File: config.mk
export PLATFORM = sky130hd
export DESIGN_NAME = dsf_fault_handler
export DESIGN_NICKNAME = d
export VERILOG_FILES = /design/src/hw/dsf_pkg.sv /design/src/hw/dsf_fault_handler.sv
export VERILOG_INCLUDE_DIRS = /design/src /design/src/hw
export SDC_FILE = /design/constraint.sdc
export NUM_CORES = 1
export LEC_CHECK = 0
export ABC_AREA = 1
export BUFFER_PORTS_ARGS = -buffer_cell sky130_fd_sc_hd__buf_2
export CAP_MARGIN = 20
export CORE_MARGIN = 2
export CORE_UTILIZATION = 45
export DETAILED_ROUTE_END_ITERATION = 6
export GPL_ROUTABILITY_DRIVEN = 0
export PLACE_DENSITY = 0.76
export SETUP_SLACK_MARGIN = 0.15
export SYNTH_ARGS = -nofsm -noshare
export SYNTH_HDL_FRONTEND = slang
export SYNTH_SLANG_ARGS = --single-unit
File: constraint.sdc
create_clock -name clk_sys -period 1.3 [get_ports clk_sys]
set_input_delay 0.13 -clock clk_sys [delete_from_list [all_inputs] [get_ports clk_sys]]
set_output_delay 0.13 -clock clk_sys [all_outputs]
set_load 0.03 [all_outputs]
File: src/hw/dsf_defs.svh
`ifndef DSF_DEFS_SVH
`define DSF_DEFS_SVH

// parameter indexes of the degrade permissions
`define DSF_IDX_SPEED_PERMIT     16'hfa0c
`define DSF_IDX_PRIMARY_PERMIT   16'hfa0d
`define DSF_IDX_SECONDARY_PERMIT 16'hfa0e
`define DSF_IDX_WHEEL_PERMIT     16'hfa0f

// permission encoding and reset value
`define DSF_PERMIT_FALSE         8'h00
`define DSF_PERMIT_TRUE          8'hff
`define DSF_PERMIT_RESET         8'h00

// speed substituted while no valid value exists (0.1 km/h units)
`define DSF_SPEED_MAX_DEFAULT    16'h03e8

`endif

File: src/hw/dsf_pkg.sv
package dsf_pkg;

    typedef enum logic [1:0] {
        DSF_OPERATIONAL,
        DSF_REDUCED,
        DSF_FAILSAFE
    } dsf_state_t;

    // one bit per degradable fault source
    typedef struct packed {
        logic primary;
        logic secondary;
        logic speed;
        logic wheel_angle;
    } dsf_src_t;

    // reductions applied to the steering datapaths
    typedef struct packed {
        logic primary_disabled;
        logic secondary_disabled;
        logic speed_sens_bypass;
        logic speed_ramp_bypass;
        logic speed_cond_ignore;
        logic soft_stop_bypass;
        logic actuator_sens_bypass;
        logic closed_loop_inhibit;
    } dsf_reduce_t;

endpackage : dsf_pkg

File: src/hw/dsf_fault_handler.sv
`timescale 1ns/1ps
`include "dsf_defs.svh"
// Behaviour
// (RULE1) primary permit 255 sends primary device faults to reduced state; default 0.
// (RULE2) primary-caused reduction disables primary device and refuses later enables.
// (RULE3) a fault on a source whose permit is false enters the fault state.
// (RULE4) device permits cover analogue and CAN-connected steering devices alike.
// (RULE5) secondary permit 255 sends secondary device faults to reduced state; default 0.
// (RULE6) secondary-caused reduction disables secondary device and rejects later enables.
// (RULE7) speed permit 255 sends vehicle speed faults to reduced state; default 0.
// (RULE8) speed reduction bypasses speed sensitivity, substituting maximum speed.
// (RULE9) speed reduction bypasses speed ramps, assuming maximum speed.
// (RULE10) speed reduction treats the program transition speed condition as met.
// (RULE11) speed fault touches only speed consumers; devices keep operating.
// (RULE12) wheel-angle permit true sends wheel angle faults to reduced state.
// (RULE13) wheel-angle reduction bypasses soft-stop and actuator-position sensitivity.
// (RULE14) wheel-angle reduction blocks closed-loop control for all set-point sources.
// (RULE15) wheel-angle fault touches only angle consumers; devices keep working.
// (RULE16) fault state disables the magnetic valve bridge.
// (RULE17) wheel-angle permit uses 0/255 encoding and resets to false.
// (RULE18) several permitted faults together apply the union of reductions.
module dsf_fault_handler #(
    parameter logic [15:0] SPEED_MAX = `DSF_SPEED_MAX_DEFAULT
) (
    // clock and reset
    input  wire logic                 clk_sys,
    input  wire logic                 rstn,
    // parameter access
    input  wire logic                 param_wr_en,
    input  wire logic [15:0]          param_wr_index,
    input  wire logic [7:0]           param_wr_data,
    output logic                      param_wr_ok,
    input  wire logic [15:0]          param_rd_index,
    output logic [7:0]                param_rd_data,
    output logic                      param_rd_hit,
    // fault reports from the detectors, levels
    input  wire logic                 fault_primary_analog,
    input  wire logic                 fault_primary_can,
    input  wire logic                 fault_secondary_analog,
    input  wire logic                 fault_secondary_can,
    input  wire logic                 fault_speed,
    input  wire logic                 fault_wheel_angle,
    input  wire logic                 fault_critical,
    // enable requests from the device enable control
    input  wire logic                 primary_enable_req,
    input  wire logic                 secondary_enable_req,
    output logic                      primary_active,
    output logic                      secondary_active,
    // vehicle speed path
    input  wire logic                 speed_valid,
    input  wire logic [15:0]          speed_in,
    output logic [15:0]               speed_used,
    // state and reductions
    output dsf_pkg::dsf_state_t       state,
    output dsf_pkg::dsf_reduce_t      reduce,
    output dsf_pkg::dsf_src_t         reduce_cause,
    output logic                      valve_bridge_enable
);

    ////////////////////////////////////////////////////////////////////////////
    // degrade permissions

    logic [7:0] speed_fault_degrade_permit;
    logic [7:0] primary_device_degrade_permit;
    logic [7:0] secondary_device_degrade_permit;
    logic [7:0] wheel_angle_degrade_permit;

    wire logic wr_legal_value = (param_wr_data == `DSF_PERMIT_FALSE) ||
                                (param_wr_data == `DSF_PERMIT_TRUE);
    // configuration is locked once in the fault state
    wire logic wr_allowed     = param_wr_en && wr_legal_value && (state != dsf_pkg::DSF_FAILSAFE);
    wire logic wr_speed       = wr_allowed && (param_wr_index == `DSF_IDX_SPEED_PERMIT);
    wire logic wr_primary     = wr_allowed && (param_wr_index == `DSF_IDX_PRIMARY_PERMIT);
    wire logic wr_secondary   = wr_allowed && (param_wr_index == `DSF_IDX_SECONDARY_PERMIT);
    wire logic wr_wheel       = wr_allowed && (param_wr_index == `DSF_IDX_WHEEL_PERMIT);
    wire logic wr_hit         = wr_speed || wr_primary || wr_secondary || wr_wheel;

    always_ff @(posedge clk_sys or negedge rstn) begin
        if (!rstn) begin
            speed_fault_degrade_permit      <= `DSF_PERMIT_RESET; // RULE7
            primary_device_degrade_permit   <= `DSF_PERMIT_RESET; // RULE1
            secondary_device_degrade_permit <= `DSF_PERMIT_RESET; // RULE5
            wheel_angle_degrade_permit      <= `DSF_PERMIT_RESET; // RULE17
            param_wr_ok                     <= 1'b0;
        end else begin
            if (wr_speed) speed_fault_degrade_permit <= param_wr_data;
            if (wr_primary) primary_device_degrade_permit <= param_wr_data;
            if (wr_secondary) secondary_device_degrade_permit <= param_wr_data;
            if (wr_wheel) wheel_angle_degrade_permit <= param_wr_data; // RULE17
            param_wr_ok <= wr_hit;
        end
    end

    wire logic rd_speed     = (param_rd_index == `DSF_IDX_SPEED_PERMIT);
    wire logic rd_primary   = (param_rd_index == `DSF_IDX_PRIMARY_PERMIT);
    wire logic rd_secondary = (param_rd_index == `DSF_IDX_SECONDARY_PERMIT);
    wire logic rd_wheel     = (param_rd_index == `DSF_IDX_WHEEL_PERMIT);
    wire logic [7:0] rd_mux = rd_speed     ? speed_fault_degrade_permit :
                              rd_primary   ? primary_device_degrade_permit :
                              rd_secondary ? secondary_device_degrade_permit :
                              rd_wheel     ? wheel_angle_degrade_permit : 8'h00;

    always_ff @(posedge clk_sys or negedge rstn) begin
        if (!rstn) begin
            param_rd_data <= 8'h00;
            param_rd_hit  <= 1'b0;
        end else begin
            param_rd_data <= rd_mux;
            param_rd_hit  <= rd_speed || rd_primary || rd_secondary || rd_wheel;
        end
    end

    ////////////////////////////////////////////////////////////////////////////
    // fault classification

    // only the exact true code permits degradation; anything else acts as false
    wire logic permit_speed     = (speed_fault_degrade_permit == `DSF_PERMIT_TRUE);
    wire logic permit_primary   = (primary_device_degrade_permit == `DSF_PERMIT_TRUE);
    wire logic permit_secondary = (secondary_device_degrade_permit == `DSF_PERMIT_TRUE);
    wire logic permit_wheel     = (wheel_angle_degrade_permit == `DSF_PERMIT_TRUE);

    wire logic any_primary   = fault_primary_analog || fault_primary_can;     // RULE4
    wire logic any_secondary = fault_secondary_analog || fault_secondary_can; // RULE4

    dsf_pkg::dsf_src_t fault_now;
    dsf_pkg::dsf_src_t permit_now;
    assign fault_now  = '{primary: any_primary, secondary: any_secondary,
                          speed: fault_speed, wheel_angle: fault_wheel_angle};
    assign permit_now = '{primary: permit_primary, secondary: permit_secondary,
                          speed: permit_speed, wheel_angle: permit_wheel};

    // permission is judged when the fault is seen; later permit writes do not undo it
    wire logic [3:0] fault_bits  = fault_now;
    wire logic [3:0] permit_bits = permit_now;
    wire logic [3:0] degrade_new = fault_bits & permit_bits;        // RULE1 RULE5 RULE7 RULE12
    wire logic       go_failsafe = fault_critical ||
                                   |(fault_bits & ~permit_bits);    // RULE3

    dsf_pkg::dsf_src_t next_cause;
    dsf_pkg::dsf_state_t next_state;
    // causes only accumulate until rstn reset; set always wins
    assign next_cause = dsf_pkg::dsf_src_t'(reduce_cause | degrade_new); // RULE18

    always_comb begin
        next_state = state;
        unique case (state)
            dsf_pkg::DSF_OPERATIONAL: begin
                if (go_failsafe) next_state = dsf_pkg::DSF_FAILSAFE;        // RULE3
                else if (|degrade_new) next_state = dsf_pkg::DSF_REDUCED;   // RULE1 RULE5 RULE7 RULE12
            end
            dsf_pkg::DSF_REDUCED: begin
                if (go_failsafe) next_state = dsf_pkg::DSF_FAILSAFE;        // RULE3
            end
            dsf_pkg::DSF_FAILSAFE: begin
                next_state = dsf_pkg::DSF_FAILSAFE;
            end
            default: begin
                next_state = dsf_pkg::DSF_FAILSAFE;
            end
        endcase
    end

    always_ff @(posedge clk_sys or negedge rstn) begin
        if (!rstn) begin
            state        <= dsf_pkg::DSF_OPERATIONAL;
            reduce_cause <= '0;
        end else begin
            state        <= next_state;
            reduce_cause <= next_cause;
        end
    end

    ////////////////////////////////////////////////////////////////////////////
    // reductions, each tied to its own cause only

    dsf_pkg::dsf_reduce_t next_reduce;
    assign next_reduce.primary_disabled     = next_cause.primary;      // RULE2
    assign next_reduce.secondary_disabled   = next_cause.secondary;    // RULE6
    assign next_reduce.speed_sens_bypass    = next_cause.speed;        // RULE8 RULE11
    assign next_reduce.speed_ramp_bypass    = next_cause.speed;        // RULE9 RULE11
    assign next_reduce.speed_cond_ignore    = next_cause.speed;        // RULE10
    assign next_reduce.soft_stop_bypass     = next_cause.wheel_angle;  // RULE13 RULE15
    assign next_reduce.actuator_sens_bypass = next_cause.wheel_angle;  // RULE13 RULE15
    assign next_reduce.closed_loop_inhibit  = next_cause.wheel_angle;  // RULE14

    // enable requests pass unless their own device is reduced away or the next state is failsafe
    wire logic next_primary_active   = primary_enable_req && !next_cause.primary &&
                                       (next_state != dsf_pkg::DSF_FAILSAFE);      // RULE2
    wire logic next_secondary_active = secondary_enable_req && !next_cause.secondary &&
                                       (next_state != dsf_pkg::DSF_FAILSAFE);      // RULE6
    wire logic [15:0] next_speed_used = (next_cause.speed || !speed_valid) ?
                                        SPEED_MAX : speed_in;                      // RULE8 RULE9

    always_ff @(posedge clk_sys or negedge rstn) begin
        if (!rstn) begin
            reduce              <= '0;
            primary_active      <= 1'b0;
            secondary_active    <= 1'b0;
            speed_used          <= 16'h0000;
            valve_bridge_enable <= 1'b0;
        end else begin
            reduce              <= next_reduce;                            // RULE18
            primary_active      <= next_primary_active;
            secondary_active    <= next_secondary_active;
            speed_used          <= next_speed_used;
            valve_bridge_enable <= (next_state != dsf_pkg::DSF_FAILSAFE);  // RULE16
        end
    end

endmodule : dsf_fault_handler

==> summary.txt <==
status: complete, but fails checks
violations in the final reports: negative setup slack
global-route usage over all layers: 24.0%
TritonCTS buffer count: 9
net load switching power: 1.08 mW
synthesized netlist net count: 468
Cells after Synth: 399
Antenna diodes: 0
DRC violations left: 0
post-route setup TNS: -0.505 ns
initial antenna violation count: 0
remaining antenna violation count: 0
setup repair after global routing missed its margin: yes
register share of total power: 49.2%
post-place setup slack: -0.0825 ns
vias in the first global route: 3213
count of yosys warnings during synthesis: 0
library cell with the highest instance count after synthesis: sky130_fd_sc_hd__nand2_1
area enclosed by the die boundary: 7850 um^2
Max-Slew Margin vs Limit: 76.8%
leakage power figure: 2.72 nW
Num Clock Sinks: 67
combinational fraction of design power: 8.0%
highest metal layer with signal wires: met4
pin count of the biggest net entering global routing: 68
Synth Register Bits: 67
Layout area overhead: 53.7%
Final period util: 106%
CTS max path bufs: 2
vias: 3570
startpoint class of the critical path: register
Pwr per Cell Area: 855 nW/um^2
global route overflow: 0
highest attainable clock frequency: 722 MHz
count of boundary I/O pins: 112
wire length of the first global-routing pass: 14300 um
endpoints failing hold: 0
DR pass1 iterations: 5
number of H-tree levels: 3
data arrival time at the worst-slack endpoint: 1.63 ns
fraction of power consumed by the clock network: 42.8%
Routed WL: 10300 um
post-synthesis cell type with the largest combined area: sky130_fd_sc_hd__dfrtp_1
fraction of registers with async set or reset after synthesis: 100%
CTS Root Buffer Type: sky130_fd_sc_hd__clkbuf_8
kind of end point of the critical path: register
total setup violations reported at the end of the flow: 26
Vert. Die Dim: 88.6 um
area fraction of the dominant cell type after synthesis: 52.1%
Sw Ratio: 25.6%
total power of the final layout: 4.23 mW
clock insertion delay at the later pin of the skew report: 0.36 ns
internal power summed over all cells: 3.15 mW
Final min period: 1.38 ns
number of rows in the core area: 30
DR vias/cell: 5.17
Maximum Capacitance Violations: 0
iteration-0 DRC count of the detailed router: 330
summed instance area of the synthesized netlist: 3220 um^2
Final Skew: 0.0150 ns
final routed wire length divided by cell count: 14.9 um
Distinct cells, synth: 26
met2 wire len: 5370 um
HPWL after DPL: 6510 um
die extent in x: 88.6 um
most used flip-flop cell after synthesis: sky130_fd_sc_hd__dfrtp_1
effective utilization at floorplan: 46.9%
average footprint of a synthesized cell: 8.07 um^2
CTS clk-pin slew, worst paths: 0.08 ns
number of flops mapped to enable cells by yosys: 0
worst-case setup margin in the final layout: -0.0843 ns
proportion of layout cells with a drive suffix above 1: 42.8%
cell types with the highest counts after synthesis: 121 x sky130_fd_sc_hd__nand2_1, 67 x sky130_fd_sc_hd__dfrtp_1, 61 x sky130_fd_sc_hd__nand3_1
Port Buffers: 111
Met3 Routed Length: 711 um
wl on met1: 3900 um
WP data required: 1.54 ns
area of the core region: 6870 um^2
maximum net fanout on the critical path: 8
worst IR drop on VDD: 0.672 mV
register area share after synthesis: 52.1%
nets: 658
FILL cells: 509
Pins Over Slew Limit: 0
clock tree from TritonCTS: done
slack of the worst reg-to-reg path: -0.08 ns
Worst Setup Path Type: register to register
min-delay worst type: input port to register
leading post-synthesis cells by cell area: sky130_fd_sc_hd__dfrtp_1 52%, sky130_fd_sc_hd__nand2_1 14%, sky130_fd_sc_hd__nand3_1 9.5%
Min Hold Slack: 0.0169 ns
actual slew at the worst max-slew pin: 0.348 ns
==> timing repair <==
action                                  4_1_cts  5_1_grt
gates resized for setup                      19       45
hold buffers                                 17        0
hold endpoints to repair                     83        0
endpoints found under the setup margin       54       56
pin swaps                                     6       10
buffers inserted                              6        9
gates cloned                                  0        1
==> metal layers <==
layer  up-vias  track usage (%)
met5         -                0
met4         0             7.30
met3        43             4.48
met2       212             41.9
met1      1666             30.2
li1       1649                -
==> power groups by stage <==
stage	sequential (mW)	combinational, mW	clock, mW
3_5_place_dp	2.12	0.277	0
2_1_floorplan	2.12	0.0660	0
6_report	2.08	0.336	1.81
3_3_place_gp	2.12	0.269	0
5_1_grt	2.08	0.373	1.91
4_1_cts	2.08	0.320	1.79
==> kinds of logic after synthesis <==
group	Yosys count	share of synthesized area [%]
DFF	67	52.1
AOI/OAI and AO/OA	15	2.80
and+or+nand+nor	264	37.6
buffers and inverters	53	7.58
==> final timing paths <==
| path | cells past startpoint | endpoint | from |
|---|---|---|---|
| worst max register to register | 6 | secondary_device_degrade_permit[0] | state[1] |
| max in group asynchronous | 3 | state[0] | rstn |
| worst min-delay path | 3 | primary_active | primary_enable_req |
| worst min register to register | 2 | wheel_angle_degrade_permit[2] | wheel_angle_degrade_permit[2] |
| min in group asynchronous | 3 | primary_device_degrade_permit[3] | rstn |
| worst max-delay path | 6 | secondary_device_degrade_permit[0] | state[1] |
==> layout make-up <==
class	instances	area, um^2	share of cell area, %
Clock buffer	9	124	2.50
Clock inverter	7	77.6	1.57
Inverter	39	146	2.96
Multi-Input combinational cell	279	1510	30.4
Sequential cell	67	1680	34.0
Tap cell	96	120	2.43
Timing Repair Buffer	193	1290	26.2
==> stage by stage <==
stage | std cells | util (%) | instance area, um^2
2_1_floorplan | 399 | - | 3240
3_3_place_gp | 641 | 61.5 | 4220
3_5_place_dp | 641 | 61.5 | 4220
4_1_cts | 680 | 68.6 | 4710
5_1_grt | 690 | 72.0 | 4950
6_report | 690 | 72.0 | 4950
==> critical path, cell delays in order, from the launching register on <==
cell                       delay [ns]
sky130_fd_sc_hd__dfrtp_2         0.42
sky130_fd_sc_hd__a21boi_2        0.15
sky130_fd_sc_hd__a21boi_4        0.22
sky130_fd_sc_hd__buf_12          0.16
sky130_fd_sc_hd__nand2_2         0.13
sky130_fd_sc_hd__nand2_1         0.13
sky130_fd_sc_hd__nand2_1         0.07
==> flip-flops by register name, summed over array words and instances (netlist names), 2 cells and up <==
| name | count |
|---|---|
| param_rd_data | 8 |
| primary_device_degrade_permit | 8 |
| reduce | 4 |
| secondary_device_degrade_permit | 8 |
| speed_fault_degrade_permit | 8 |
| speed_used | 16 |
| state | 2 |
| wheel_angle_degrade_permit | 8 |
==> cells in the final DEF (no fill, tap or decap), drive strengths merged <==
| master | Yosys | layout |
|---|---|---|
| a21oi | 2 | 2 |
| o21ai | 9 | 9 |
| clkinv | 0 | 5 |
| nor2 | 47 | 47 |
| or2 | 10 | 10 |
| nand3 | 62 | 62 |
| nand2 | 125 | 125 |
| bufinv | 0 | 1 |
| a2bb2oi | 1 | 1 |
| a21boi | 2 | 2 |
| inv | 39 | 40 |
| nand3b | 1 | 1 |
| nor3 | 9 | 9 |
| nand4 | 10 | 10 |
| buf | 13 | 174 |
| o211ai | 1 | 1 |
| dfrtp | 67 | 67 |
| clkbuf | 1 | 11 |
| dlygate4sd3 | 0 | 17 |
No activity file was read; power rests on OpenSTA's default activity.
